`config.mk`:
```
export PLATFORM = sky130hd
export DESIGN_NAME = spsel_status_pin
export DESIGN_NICKNAME = d
export VERILOG_FILES = /design/src/verilog/spsel_pkg.sv /design/src/verilog/spsel_status_pin.sv
export VERILOG_INCLUDE_DIRS = /design/src /design/src/verilog
export SDC_FILE = /design/constraint.sdc
export NUM_CORES = 1
export LEC_CHECK = 0
export ABC_AREA = 0
export BUFFER_PORTS_ARGS = -buffer_cell sky130_fd_sc_hd__buf_4
export CAP_MARGIN = 5
export CORE_MARGIN = 2
export CORE_UTILIZATION = 47
export DETAILED_ROUTE_END_ITERATION = 7
export MAX_ROUTING_LAYER = met4
export PLACE_DENSITY = 0.86
export SYNTH_ARGS = -nofsm -noshare
export SYNTH_HDL_FRONTEND = slang
export SYNTH_SLANG_ARGS = --single-unit
```
`constraint.sdc`:
```
create_clock -name i_clk -period 1.8 [get_ports i_clk]
set_input_delay 0.45 -clock i_clk [delete_from_list [all_inputs] [get_ports i_clk]]
set_output_delay 0.45 -clock i_clk [all_outputs]
set_load 0.02 [all_outputs]
```
`src/verilog/spsel_cfg.svh`:
```
// Register offsets, field positions, reset values and event bits for the status pin selector.
`ifndef SPSEL_CFG_SVH
`define SPSEL_CFG_SVH
`define SPSEL_ADDR_W 8
`define SPSEL_OFF_CONFIG 8'h1C
`define SPSEL_OFF_IRQ_STATUS 8'h40
`define SPSEL_OFF_IRQ_ENABLE 8'h44
`define SPSEL_OFF_IRQ_CLEAR 8'h48
`define SPSEL_OFF_TEST_CTRL 8'h4C
`define SPSEL_SEL_MSB 7
`define SPSEL_SEL_LSB 4
`define SPSEL_POL_BIT 3
`define SPSEL_SEL_RESET 4'h2
`define SPSEL_POL_RESET 1'b1
`define SPSEL_NUM_EVENTS 4
`define SPSEL_EV_PIN_RISE 0
`define SPSEL_EV_PIN_FALL 1
`define SPSEL_EV_CFG_WRITE 2
`define SPSEL_EV_TEST_ENTER 3
`endif

```
`src/verilog/spsel_pkg.sv`:
```
// Types shared by the status pin selector.
package spsel_pkg;
    // Selectable indicator codes.
    typedef enum logic [3:0] {
        SRC_PRI_LOSS = 4'h0,
        SRC_SEC_LOSS = 4'h1,
        SRC_S1_LOCK_LOSS = 4'h2,
        SRC_S1_REF_DIV = 4'h3,
        SRC_S1_FB_DIV = 4'h4,
        SRC_S2_LOCK_LOSS = 4'h5,
        SRC_S2_REF_DIV = 4'h6,
        SRC_S2_FB_DIV = 4'h7,
        SRC_S1_CAL = 4'h8,
        SRC_S2_CAL = 4'h9,
        SRC_IRQ_SUM = 4'hA,
        SRC_S1_M_DIV = 4'hB,
        SRC_S2_M_DIV = 4'hC,
        SRC_NVM = 4'hD,
        SRC_S1_REVERT = 4'hE,
        SRC_S2_REVERT = 4'hF
    } spsel_src_e;

    // Raw indicators from the surrounding device.
    typedef struct packed {
        logic primary_loss;
        logic secondary_loss;
        logic s1_lock_loss;
        logic s2_lock_loss;
        logic s1_cal;
        logic s2_cal;
        logic nvm_active;
        logic s1_revert;
        logic s2_revert;
    } spsel_levels_s;

    // Divider output pulses (one cycle each) and bypass flags.
    typedef struct packed {
        logic s1_ref_pulse;
        logic s2_ref_pulse;
        logic s1_fb_pulse;
        logic s2_fb_pulse;
        logic s1_m_pulse;
        logic s2_m_pulse;
        logic s1_ref_bypass;
        logic s2_ref_bypass;
        logic s1_m_bypass;
        logic s2_m_bypass;
    } spsel_divs_s;

    // Test override request.
    typedef struct packed {
        logic active;
        logic value;
    } spsel_test_s;
endpackage

```
`src/verilog/spsel_status_pin.sv`:
```
// Source selector and polarity control for the second status pin.
`timescale 1ns/1ps
`include "spsel_cfg.svh"

////////////////////////////////////////////////////////////////////////////////
// Overview of operation.
//
// The block owns one configuration byte that picks which internal indicator
// reaches the second status pin and with which polarity.
// Bits 7:4 hold the source code, bit 3 holds the polarity and bits 2:0 are
// reserved, so they are dropped on a write and always read back as zero.
// After reset the byte reads 0x28: synth one lock loss, shown active high.
//
// Indicator levels arrive from other parts of the device that do not share
// this clock, so each one passes three flip-flops.
// A new level is only accepted once the second and third stages agree.
// This filters a single-cycle glitch at the cost of one extra cycle of delay.
// From a change at the input to the pin the path is about five edges long.
//
// Divider outputs arrive as one-cycle pulses on this clock.
// Each divider owns a toggle flip-flop that flips on every pulse, so the pin
// shows a square wave at half the pulse rate.
// A bypassed reference or M divider holds its toggle at zero.
// A user must know that a bypassed divider then shows a steady inactive level.
// The feedback dividers have no bypass, so their toggles always run.
// All six toggles run whether or not they are selected.
// That keeps the phase of each toggle independent of the select history.
//
// The interrupt summary is the OR of the flag bits that their mask lets pass.
// It comes from logic on this clock and needs no synchroniser.
//
// Test settings win over the selection whenever they are active.
// The external test request wins over the register override.
// Both drive the raw value, with no polarity applied, since a diagnostic
// wants to see exactly the level it asked for.
//
// The pin and the interrupt line leave straight from flip-flops, so the board
// never sees a combinational glitch when the select code changes.
// A change of code reaches the pin at the second edge after the write.
//
// Register map on the byte-wide port:
// 0x1C configuration: source code, polarity, reserved zeros.
// 0x40 status, read only: pin rise, pin fall, config write, test entry.
// 0x44 enable, read and write, same layout as status.
// 0x48 clear, write only, a one clears the matching status bit.
// 0x4C test control: override enable, override value, override active.
//
// Read data stand for one cycle after the read strobe and are zero otherwise.
// Unmapped addresses read as zero and ignore writes.
// The port never inserts wait states, so strobes may follow back to back.
//
// Status bits are sticky and a new event beats a clear in the same cycle.
// Losing an event would hide a pin edge from software, while a spurious
// status bit only costs one extra service pass.
// The interrupt line is high while any enabled status bit is set.
////////////////////////////////////////////////////////////////////////////////

module spsel_status_pin #(
    parameter int FLAG_W = 8
) (
    input wire logic i_clk,
    input wire logic i_resetn,
    input wire logic [`SPSEL_ADDR_W-1:0] i_addr,
    input wire logic [7:0] i_wdata,
    input wire logic i_wr,
    input wire logic i_rd,
    output logic [7:0] o_rdata,
    input wire spsel_pkg::spsel_levels_s i_levels,
    input wire spsel_pkg::spsel_divs_s i_divs,
    input wire logic [FLAG_W-1:0] i_int_flags,
    input wire logic [FLAG_W-1:0] i_int_mask,
    input wire spsel_pkg::spsel_test_s i_test,
    output logic o_status_pin_b,
    output logic o_irq
);

    ////////////////////////////////////////////////////////////////////////////
    // Pin-side synchronisers for indicator levels (three stages, vote of 2 and 3).
    localparam int NLV = $bits(spsel_pkg::spsel_levels_s);
    logic [NLV-1:0] lv_s1_q, lv_s2_q, lv_s3_q, lv_q;
    logic [NLV-1:0] lv_d;

    // Stable level taken once the second and third stages agree.
    always_comb begin
        lv_d = lv_q;
        for (int k = 0; k < NLV; k++) begin
            if (lv_s2_q[k] == lv_s3_q[k]) begin
                lv_d[k] = lv_s2_q[k];
            end
        end
    end

    // Registers the synchroniser chain.
    always_ff @(posedge i_clk) begin
        if (!i_resetn) begin
            lv_s1_q <= '0;
            lv_s2_q <= '0;
            lv_s3_q <= '0;
            lv_q <= '0;
        end else begin
            lv_s1_q <= i_levels;
            lv_s2_q <= lv_s1_q;
            lv_s3_q <= lv_s2_q;
            lv_q <= lv_d;
        end
    end

    spsel_pkg::spsel_levels_s lv;
    assign lv = spsel_pkg::spsel_levels_s'(lv_q);

    ////////////////////////////////////////////////////////////////////////////
    // Divide-by-two toggles, one per divider output pulse.
    logic [5:0] div_pulse;
    logic [5:0] div_bypass;
    logic [5:0] half_q;
    logic [5:0] half_d;
    assign div_pulse = {i_divs.s2_m_pulse, i_divs.s1_m_pulse, i_divs.s2_fb_pulse,
                        i_divs.s1_fb_pulse, i_divs.s2_ref_pulse, i_divs.s1_ref_pulse};
    assign div_bypass = {i_divs.s2_m_bypass, i_divs.s1_m_bypass, 1'b0, 1'b0,
                         i_divs.s2_ref_bypass, i_divs.s1_ref_bypass};

    // Each toggle flips on its divider pulse; a bypassed divider holds it low.
    genvar g;
    generate
        for (g = 0; g < 6; g++) begin : g_half
            always_comb begin
                if (div_bypass[g]) begin
                    half_d[g] = 1'b0;
                end else if (div_pulse[g]) begin
                    half_d[g] = ~half_q[g];
                end else begin
                    half_d[g] = half_q[g];
                end
            end
        end
    endgenerate

    // Registers the divide-by-two toggles.
    always_ff @(posedge i_clk) begin
        if (!i_resetn) begin
            half_q <= '0;
        end else begin
            half_q <= half_d;
        end
    end

    ////////////////////////////////////////////////////////////////////////////
    // Configuration, test and interrupt registers.
    logic [3:0] sel_q, sel_d;
    logic pol_q, pol_d;
    logic tst_en_q, tst_en_d;
    logic tst_val_q, tst_val_d;
    logic [`SPSEL_NUM_EVENTS-1:0] ist_q, ist_d, ien_q, ien_d;
    logic [7:0] rdata_q, rdata_d;
    logic pin_q, pin_d;
    logic irq_q, irq_d;
    logic test_on_q, test_on_d;
    logic wr_cfg, wr_tst;
    logic [`SPSEL_NUM_EVENTS-1:0] ev;

    assign wr_cfg = i_wr && (i_addr == `SPSEL_OFF_CONFIG);
    assign wr_tst = i_wr && (i_addr == `SPSEL_OFF_TEST_CTRL);

    // Register writes and read-data mux.
    always_comb begin
        sel_d = sel_q;
        pol_d = pol_q;
        tst_en_d = tst_en_q;
        tst_val_d = tst_val_q;
        ien_d = ien_q;
        rdata_d = 8'h00;
        if (wr_cfg) begin
            sel_d = i_wdata[`SPSEL_SEL_MSB:`SPSEL_SEL_LSB];
            pol_d = i_wdata[`SPSEL_POL_BIT];
        end
        if (wr_tst) begin
            tst_en_d = i_wdata[0];
            tst_val_d = i_wdata[1];
        end
        if (i_wr && (i_addr == `SPSEL_OFF_IRQ_ENABLE)) begin
            ien_d = i_wdata[`SPSEL_NUM_EVENTS-1:0];
        end
        if (i_rd) begin
            case (i_addr)
                `SPSEL_OFF_CONFIG: rdata_d = {sel_q, pol_q, 3'h0};
                `SPSEL_OFF_IRQ_STATUS: rdata_d = {4'h0, ist_q};
                `SPSEL_OFF_IRQ_ENABLE: rdata_d = {4'h0, ien_q};
                `SPSEL_OFF_TEST_CTRL: rdata_d = {5'h00, test_on_q, tst_val_q, tst_en_q};
                default: rdata_d = 8'h00;
            endcase
        end
    end

    ////////////////////////////////////////////////////////////////////////////
    // Indicator selection, polarity, test override and interrupt events.
    logic int_summary;
    logic ind;
    logic test_active;
    assign int_summary = |(i_int_flags & i_int_mask);
    assign test_active = tst_en_q | i_test.active;

    // Chooses the indicator, applies polarity, lets test settings win.
    always_comb begin
        case (spsel_pkg::spsel_src_e'(sel_q))
            spsel_pkg::SRC_PRI_LOSS: ind = lv.primary_loss;
            spsel_pkg::SRC_SEC_LOSS: ind = lv.secondary_loss;
            spsel_pkg::SRC_S1_LOCK_LOSS: ind = lv.s1_lock_loss;
            spsel_pkg::SRC_S2_LOCK_LOSS: ind = lv.s2_lock_loss;
            spsel_pkg::SRC_S1_REF_DIV: ind = half_q[0];
            spsel_pkg::SRC_S2_REF_DIV: ind = half_q[1];
            spsel_pkg::SRC_S1_FB_DIV: ind = half_q[2];
            spsel_pkg::SRC_S2_FB_DIV: ind = half_q[3];
            spsel_pkg::SRC_S1_M_DIV: ind = half_q[4];
            spsel_pkg::SRC_S2_M_DIV: ind = half_q[5];
            spsel_pkg::SRC_S1_CAL: ind = lv.s1_cal;
            spsel_pkg::SRC_S2_CAL: ind = lv.s2_cal;
            spsel_pkg::SRC_NVM: ind = lv.nvm_active;
            spsel_pkg::SRC_S1_REVERT: ind = lv.s1_revert;
            spsel_pkg::SRC_S2_REVERT: ind = lv.s2_revert;
            spsel_pkg::SRC_IRQ_SUM: ind = int_summary;
            default: ind = 1'b0;
        endcase
        if (test_active) begin
            pin_d = i_test.active ? i_test.value : tst_val_q;
        end else begin
            pin_d = pol_q ? ind : ~ind;
        end
        test_on_d = test_active;
    end

    // Events: pin edges, config write and entry into test override.
    assign ev[`SPSEL_EV_PIN_RISE] = pin_d & ~pin_q;
    assign ev[`SPSEL_EV_PIN_FALL] = ~pin_d & pin_q;
    assign ev[`SPSEL_EV_CFG_WRITE] = wr_cfg;
    assign ev[`SPSEL_EV_TEST_ENTER] = test_active & ~test_on_q;

    // Sticky status: a clear write loses against a new event in the same cycle.
    always_comb begin
        ist_d = ist_q;
        if (i_wr && (i_addr == `SPSEL_OFF_IRQ_CLEAR)) begin
            ist_d = ist_q & ~i_wdata[`SPSEL_NUM_EVENTS-1:0];
        end
        ist_d = ist_d | ev;
        irq_d = |(ist_d & ien_d);
    end

    // Registers all configuration, status and output state.
    always_ff @(posedge i_clk) begin
        if (!i_resetn) begin
            sel_q <= `SPSEL_SEL_RESET;
            pol_q <= `SPSEL_POL_RESET;
            tst_en_q <= 1'b0;
            tst_val_q <= 1'b0;
            ien_q <= '0;
            ist_q <= '0;
            rdata_q <= 8'h00;
            pin_q <= 1'b0;
            irq_q <= 1'b0;
            test_on_q <= 1'b0;
        end else begin
            sel_q <= sel_d;
            pol_q <= pol_d;
            tst_en_q <= tst_en_d;
            tst_val_q <= tst_val_d;
            ien_q <= ien_d;
            ist_q <= ist_d;
            rdata_q <= rdata_d;
            pin_q <= pin_d;
            irq_q <= irq_d;
            test_on_q <= test_on_d;
        end
    end

    assign o_rdata = rdata_q;
    assign o_status_pin_b = pin_q;
    assign o_irq = irq_q;

endmodule

```
==> Word level (Yosys, flattened, before mapping) <==
Cells that the tools add are included.
{ "op_classes": {"n_eq_ne": 29, "n_mux": 7, "bitwise_logic": 20, "reduce_logical": 12} }
{ "ops": {"columns": ["cell", "n"], "rows": [
  ["equality test 4 bit, second input constant", 8],
  ["equality test 8 x 7 -> 1 bit, second input constant", 4],
  ["one-hot mux 8 bit (4 select lines)", 1],
  ["equality test 4 x 3 -> 1 bit, second input constant", 4],
  ["one-hot mux 1 bit (16 select lines)", 1],
  ["NOT 1 bit", 11],
  ["equality test 1 bit", 9],
  ["bitwise AND 4 bit", 2],
  ["bitwise AND 8 bit", 1],
  ["equality test 4 x 2 -> 1 bit, second input constant", 2],
  ["equality test 8 x 5 -> 1 bit, second input constant", 1],
  ["2-to-1 mux 4 bit", 2],
  ["OR reduction 2 bit", 4],
  ["OR reduction 8 bit", 1],
  ["equality test 4 x 1 -> 1 bit, second input constant", 1],
  ["logical AND 1 bit", 4],
  ["zero test 4 bit", 1],
  ["NOT 4 bit", 1],
  ["bitwise OR 4 bit", 1],
  ["OR reduction 4 bit", 1],
  ["bitwise AND 1 bit", 3],
  ["2-to-1 mux 1 bit", 3],
  ["AND reduction 2 bit", 1],
  ["bitwise OR 1 bit", 1]
]} }
{ "word_totals": {"reg_bits": 68, "input_bits": 57, "out_inout_bits": 10, "word_cells": 96} }

==> Longest topological paths before layout <==
Gate-level depths: netlist of run 1.
{ "logic_depth": {"depth_word": 11, "ltp_mapped": 8, "depth_no_buf": 6} }

==> Least setup slack after synthesis of run 1 <==
Ideal clock, no wire load.
{ "synth_path": {"path_type": "input to register", "from": "input i_addr[1]", "to": "register irq_q (netlist: o_irq)", "setup_ns": 0.142, "t_arrival_ns": 1.798, "required_ns": 1.658, "slack_ns": -0.140, "stages": 6, "n_path_buf": 0, "cell_sequence": "nor4_4 nand4_4 mux2i_1 nor2b_1 a222oi_1 o221ai_1"} }
{ "synth_between": {"elab_chain_len": 6, "word_cells_on_any_way": 11, "cone_classes": "eq/ne (3); mux (2); bitwise (2); reduce/logical (4)"} }
{ "synth_lines": {"columns": ["element", "line", "rtl"], "rows": [
  ["start, declared", "spsel_status_pin.sv:63", "input wire logic [`SPSEL_ADDR_W-1:0] i_addr,"],
  ["equality test 8 x 7 -> 1 bit (no source line)", null, null],
  ["logical AND 1 bit", "spsel_status_pin.sv:240", "if (i_wr && (i_addr == `SPSEL_OFF_IRQ_CLEAR)) begin"],
  ["2-to-1 mux 4 bit", "spsel_status_pin.sv:240", null],
  ["bitwise OR 4 bit", "spsel_status_pin.sv:243", "ist_d = ist_d | ev;"],
  ["bitwise AND 4 bit *", "spsel_status_pin.sv:244", "irq_d = |(ist_d & ien_d);"],
  ["OR reduction 4 bit *", "spsel_status_pin.sv:244", null],
  ["end signal, assigned", "spsel_status_pin.sv:269", "irq_q <= irq_d;"],
  ["end, declared", "spsel_status_pin.sv:156", "logic irq_q, irq_d;"]
]} }
Every way passes the cells marked *; elsewhere a longest branch is shown, timed or not.
A chain may end at the register's enable or synchronous reset.

==> Worst setup path after layout of run 1 <==
{ "layout_path": {"from": "register sel_q[0]", "to": "register ist_q[1]"} }
{ "layout_between": {"elab_chain_len": 8, "word_cells_on_any_way": 23, "cone_classes": "eq/ne (15); mux (3); bitwise (4); reduce/logical (1)"} }
{ "layout_lines": {"columns": ["element", "line", "rtl"], "rows": [
  ["start, declared", "spsel_status_pin.sv:149", "logic [3:0] sel_q, sel_d;"],
  ["start signal, assigned", "spsel_status_pin.sv:250", "sel_q <= `SPSEL_SEL_RESET;"],
  ["start signal, assigned", "spsel_status_pin.sv:261", "sel_q <= sel_d;"],
  ["equality test 4 bit, or another cell as far along", "spsel_status_pin.sv:204", "case (spsel_pkg::spsel_src_e'(sel_q))"],
  ["one-hot mux 1 bit (16 select lines) *", "spsel_status_pin.sv:204", null],
  ["NOT 1 bit", "spsel_status_pin.sv:226", "pin_d = pol_q ? ind : ~ind;"],
  ["2-to-1 mux 1 bit *", "spsel_status_pin.sv:226", null],
  ["2-to-1 mux 1 bit *", "spsel_status_pin.sv:223", "if (test_active) begin"],
  ["NOT 1 bit *", "spsel_status_pin.sv:233", "assign ev[`SPSEL_EV_PIN_FALL] = ~pin_d & pin_q;"],
  ["bitwise AND 1 bit *", "spsel_status_pin.sv:233", null],
  ["bitwise OR 4 bit *", "spsel_status_pin.sv:243", null],
  ["end signal, assigned", "spsel_status_pin.sv:266", "ist_q <= ist_d;"],
  ["end, declared", "spsel_status_pin.sv:153", "logic [`SPSEL_NUM_EVENTS-1:0] ist_q, ist_d, ien_q, ien_d;"]
]} }
Marks and branches as above.

==> metrics.cfg, run 1 <==
[critical_path]
crit_type=reg2reg
max_stage_delay_ps=510
startpoint_type=flip-flop
cp_slowest_cell=mux4_2
crit_family=multiplexers
worstPathRequired_ps=2080
critPathBufInv=0
reg2reg_from=sel_q[0]
cp-end-kind=flip-flop
crit_arrival_ps=2150
crit_path_start=sel_q[0]
cp_max_fo=4
crit_path_cell_trace=mux4_2, o221ai_2, a21oi_2, nor4_1, o21a_1

[global_routing]
grt_pass1_vias=2240
grt_usage_pct=20.40
grt_overflow_total=0
antenna_found_initial=0
grt_max_degree=49
grt_pass1_wl_um=9522

[drt]
drt_wl_total_um=5913
vias=2172
wl_per_cell_um=13.85
drtPass1Iterations=4
routed_via_density=5.087
ant_nets=0
drtIter0Drc=102
drc=0

[final_layout]
n_fill_cell=437
fin_util_pct=66.12
drive_gt1_share_pct=34.93
syn_to_final_growth_pct=35.90
finalNetCount=407
final_cells=427
diodes=0
regArea_um2=1369
multi_input_area_um2=1251

[clocking]
cts-buffers-inserted=9
clock-sinks=68
cts_buffer_depth=2
root_buffer=clkbuf_8
clk_pin_slew_ps=70
cts_tree=yes
htree_num_levels=3
clkLatencyLatePin_ps=340

[placement]
dp_cells=410
hpwl_um=4320
port_buffers=66
gp_congestion=0.8000

[min_path]
hp-class=in2reg
worstHoldStart=i_divs[3]

[logic_synthesis]
netlist_instances=260
yosysWarnings=0
ys_types=46
synth.most_common_cell=dfxtp_1
async_reset_ff_share_pct=0
synthTopCellsByArea=dfxtp_1 (51%), and2_1 (8.0%), mux2i_1 (7.1%), nor2b_1 (4.0%), a21boi_0 (3.4%)
synth_edf_count=0
synth_mux_area_share_pct=7.989
yosys.area.top_type=dfxtp_1
synth_compound_area_share_pct=13.06
yosys.area_share.xor_xnor_pct=1.974
synthAdderAreaFrac_pct=0
syn_nets=317
synth_top_area_share_pct=51.13
synth.avg_cell_area_um2=10.24
synthTopCellsByCount=dfxtp_1 (68), and2_1 (34), nand2_1 (21)
synth_top_family_by_area=simple AND/OR/NAND/NOR gates
synth_seq_area_share_pct=51.13
synth_area_um2=2663
ys.flop_type=dfxtp_1
synth_simple_gate_area_share_pct=23.17
ys_ff_latch=68

[sta]
fin_skew_ps=6.487
period_needed_ps=1862
worst_pin_slew_ps=406.7
setup_viol=3
rsz0062_at_grt=true
post-route-period-util_pct=103.4
fmax_ghz=0.5371
hold_viol=0
slew_headroom_pct=72.64
final.setup.worst_slack_ps=-61.98
drv_slew=0

[power_and_ir_drop]
power.internal_mw=2.414
irDropWorstVdd_mv=0.6553
combPwrFrac_pct=8.1
p_per_area_nw_per_um2=860.4
power_switching_mw=0.6993
p_clk_share_pct=41.7
power_leakage_nw=1.587
sw_frac_of_total_pct=22.46
p_seq_share_pct=50.2

[floorplan]
die_h_um=79.27
dieArea_um2=6283
pin_count=67
num_rows=27
start_util_pct=48.65
design.core.area_um2=5473
die-width_um=79.27

[run_status]
violations=negative setup slack
outcome=complete, but fails checks

[flow_run]
max_cap_violations=0

-- cell type report --
cell class / count / area share (%)
sequential: 68 / 37.83
multi-input combinational: 176 / 34.58
timing repair buffer: 90 / 18.78
clock buffer: 11 / 4.184
tap: 72 / 2.490
clock inverter: 5 / 1.625
inverter: 5 / 0.5187
-- sequential cells by signal (all words and copies together) (netlist names) --
name and cells:
ist_q 4, half_q 6, lv_s1_q 9, sel_q 4, tst_val_q 1, test_on_q 1, tst_en_q 1, pol_q 1
o_rdata 8, o_status_pin_b 1, lv_s3_q 9, lv 9, lv_s2_q 9, o_irq 1, ien_q 4
-- layer usage --
metal | global-route usage, % | vias to the layer above | routed length (um)
met5 | - | - | 0
met1 | 21.58 | 1000 | 2368
li1 | - | 1082 | -
met2 | 33.81 | 73 | 2994
met3 | 4.659 | 17 | 349
met4 | 14.14 | 0 | 200
-- power groups by stage --
stage / Sequential, mW / Combinational, mW / Clock, mW
final: 1.56 / 0.253 / 1.30
after global routing: 1.57 / 0.274 / 1.38
after CTS: 1.56 / 0.250 / 1.33
after detailed placement: 1.60 / 0.247 / 0
after global placement: 1.60 / 0.240 / 0
after floorplan: 1.59 / 0.103 / 0
-- cells by family after synthesis --
group / count (synthesis)
mux: 20
simple gates: 102
buf+inv: 16
xor+xnor: 6
flops: 68
compound gates: 48
-- through the flow --
stage	hold slack, ps	TNS [ps]	setup WS, ps	total power, mW	instance area, um^2
6_report	258.6	-87.03	-61.98	3.113	3618
3_3_place_gp	414.2	-318.7	-255.5	1.838	3368
2_1_floorplan	411.9	-108.1	-108.1	1.698	2663
4_1_cts	243.7	-112.5	-48.14	3.140	3583
5_1_grt	248.6	-242.8	-87.26	3.221	3618
3_5_place_dp	419.6	-625.7	-343.4	1.847	3368
-- worst paths after layout --
path	endpoint	slack (ps)	cells past startpoint
min	half_q[0]	260	2
max reg2reg	ist_q[1]	-60	5
max	ist_q[1]	-60	5
min reg2reg	lv_s2_q[5]	430	1
-- repair_timing --
item	CTS	global route
pin swaps	5	6
setup endpoints to repair	3	4
resized for setup	3	7
setup buffers	0	1
hold buffers	0	0
-- cell usage in the layout (no fill, tap or decap), types with 2 or more instances in the layout --
master,count
a21boi_0,11
clkbuf_8,11
o21a_1,2
clkinvlp_4,2
nand3_1,3
a222oi_1,2
dfxtp_1,66
xnor2_1,4
dfxtp_4,2
and2_1,34
nor2_1,4
mux2i_1,19
nand4_1,3
o22ai_1,5
nand2_1,21
o221ai_2,2
nor2b_1,17
xor2_1,2
nor3b_1,4
nor3_1,4
or3_1,2
o21ai_0,12
a22oi_1,2
inv_1,5
buf_4,89
No activity file was read; power rests on OpenSTA's default activity.
==> inputs of run 2 (changes only) <==
==> constraint.sdc (replaced) <==
create_clock -name i_clk -period 1.8 [get_ports i_clk]
set_input_delay 0.36 -clock i_clk [delete_from_list [all_inputs] [get_ports i_clk]]
set_output_delay 0.36 -clock i_clk [all_outputs]
set_load 0.02 [all_outputs]
==> run 2 against run 1 <==
  * The run now ends clean
  * Sequential share of layout area up 0.73 points
  * Clock skew about the same
  * Fmax up 3.9%
  * Critical path depth unchanged
  * Highest routed layer unchanged
==> metrics.cfg, run 2 (same netlist as run 1, synthesis figures left out) <==
[clocking]
root_buffer=clkbuf_8
cts_tree=yes
clkLatencyLatePin_ps=350
htree_num_levels=3
cts-buffers-inserted=9
clk_pin_slew_ps=80
cts_setup_buffers=0
cts_buffer_depth=2
clock-sinks=68

[min_path]
hold_path_end=half_q[5]
worstHoldStart=i_divs[0]
worstHoldPathCells=2
hp-class=in2reg

[critical_path]
reg2reg_from=sel_q[0]
startpoint_type=flip-flop
reg2reg_depth=5
r2r-end=o_irq
crit_type=reg2reg
reg2reg_setup_slack_ps=7
worstPathRequired_ps=2070
cp_max_fo=4
cp-end-kind=flip-flop
crit_arrival_ps=2060

[drt]
drtPass1Iterations=4
routed_via_density=5.138
vias=2158
drc=0
drt_wl_total_um=5684
ant_nets=0
wl_per_cell_um=13.53
drtIter0Drc=147

[floorplan]
die_h_um=79.27
die-width_um=79.27
start_util_pct=48.65
design.core.area_um2=5473
pin_count=67
dieArea_um2=6283
num_rows=27

[power_and_ir_drop]
total_power_mw=3.093
p_per_area_nw_per_um2=871.3
sw_frac_of_total_pct=23.10
combPwrFrac_pct=7.8
irDropWorstVdd_mv=0.6366
p_clk_share_pct=41.7
power_leakage_nw=1.552
power.internal_mw=2.378
p_seq_share_pct=50.5
power_switching_mw=0.7145

[final_layout]
final_cell_mix=buf_4 (82), dfxtp_1 (66), and2_1 (34), nand2_1 (21), mux2i_1 (19)
layout_commonest_cell=buf_4
drive_gt1_share_pct=32.76
syn_to_final_growth_pct=33.32
finalNetCount=400
final_cells=420
diodes=0

[sta]
drv_slew=0
worst_pin_slew_ps=372.7
setup_viol=0
post-route-period-util_pct=99.59
fin_skew_ps=6.039
final.setup.worst_slack_ps=7.293
hold_viol=0
slew_headroom_pct=74.97
finalSetupTns_ps=0
period_needed_ps=1793
fmax_ghz=0.5578
rsz0062_at_grt=true

[global_routing]
antenna_found_initial=0
grt_pass1_vias=2170
grt_max_degree=33
grt_overflow_total=0
grt_usage_pct=20.65
grt_pass1_wl_um=9660

[placement]
dp_cells=404
dp_worst_setup_slack_ps=-195.9
gp_congestion=0.8308
port_buffers=66
hpwl_um=4264

[run_status]
outcome=finished, final reports clean

[flow_run]
max_cap_violations=0

-- run 2: area by class of cell --
class | instances | area (um^2)
well taps | 72 | 90.09
flip-flops and latches | 68 | 1369
clock buffers | 10 | 137.6
inverters | 5 | 18.77
multi-input cells | 176 | 1235
repair buffers | 83 | 626.9
clock inverters | 6 | 72.57
fillers | 459 | 1923
-- run 2: how the worst max path moves through the flow --
stage                    from  slack [ps]     to
floorplan           i_addr[7]         -20  o_irq
global placement    i_addr[7]        -160  o_irq
detailed placement  i_addr[7]        -200  o_irq
CTS                  sel_q[0]         -10  o_irq
global route         sel_q[0]         -80  o_irq
finish               sel_q[0]           7  o_irq
-- run 2: power by group through the flow --
| stage | combinational (mW) | clock, mW | sequential (mW) |
|---|---|---|---|
| after floorplan | 0.103 | 0 | 1.59 |
| after global placement | 0.233 | 0 | 1.60 |
| after detailed placement | 0.241 | 0 | 1.60 |
| after CTS | 0.243 | 1.31 | 1.56 |
| after global routing | 0.265 | 1.39 | 1.57 |
| final | 0.241 | 1.29 | 1.56 |
-- run 2: per-stage QoR --
stage	hold WS, ps	instance area (um^2)	util [%]
5_1_grt	151.3	3550	64.86
3_3_place_gp	413.7	3323	60.72
4_1_cts	151.2	3542	64.72
2_1_floorplan	411.9	2663	-
3_5_place_dp	418.4	3323	60.72
6_report	160.1	3550	64.86
-- run 2: timing repair --
action,in CTS,in global routing
endpoints found under the setup margin,3,4
gates resized for setup,4,2
hold buffers,0,0
pin swaps,5,1
-- run 2: routing by layer --
layer / up-vias / wire, um / GRT usage (%) / part of all wire [%]
li1: 1073 / - / - / -
met1: 1006 / 2412 / 22.97 / 42
met2: 63 / 2795 / 33.90 / 49
met3: 16 / 316 / 5.909 / 5.6
met4: 0 / 160 / 10.52 / 2.8
met5: - / 0 / - / 0
-- run 2: critical path, cell delays in order (launching register included) --
cell	delay, ps
dfxtp_4	370
mux4_2	510
o221ai_2	210
a21oi_2	110
or3_1	360
o221ai_1	170
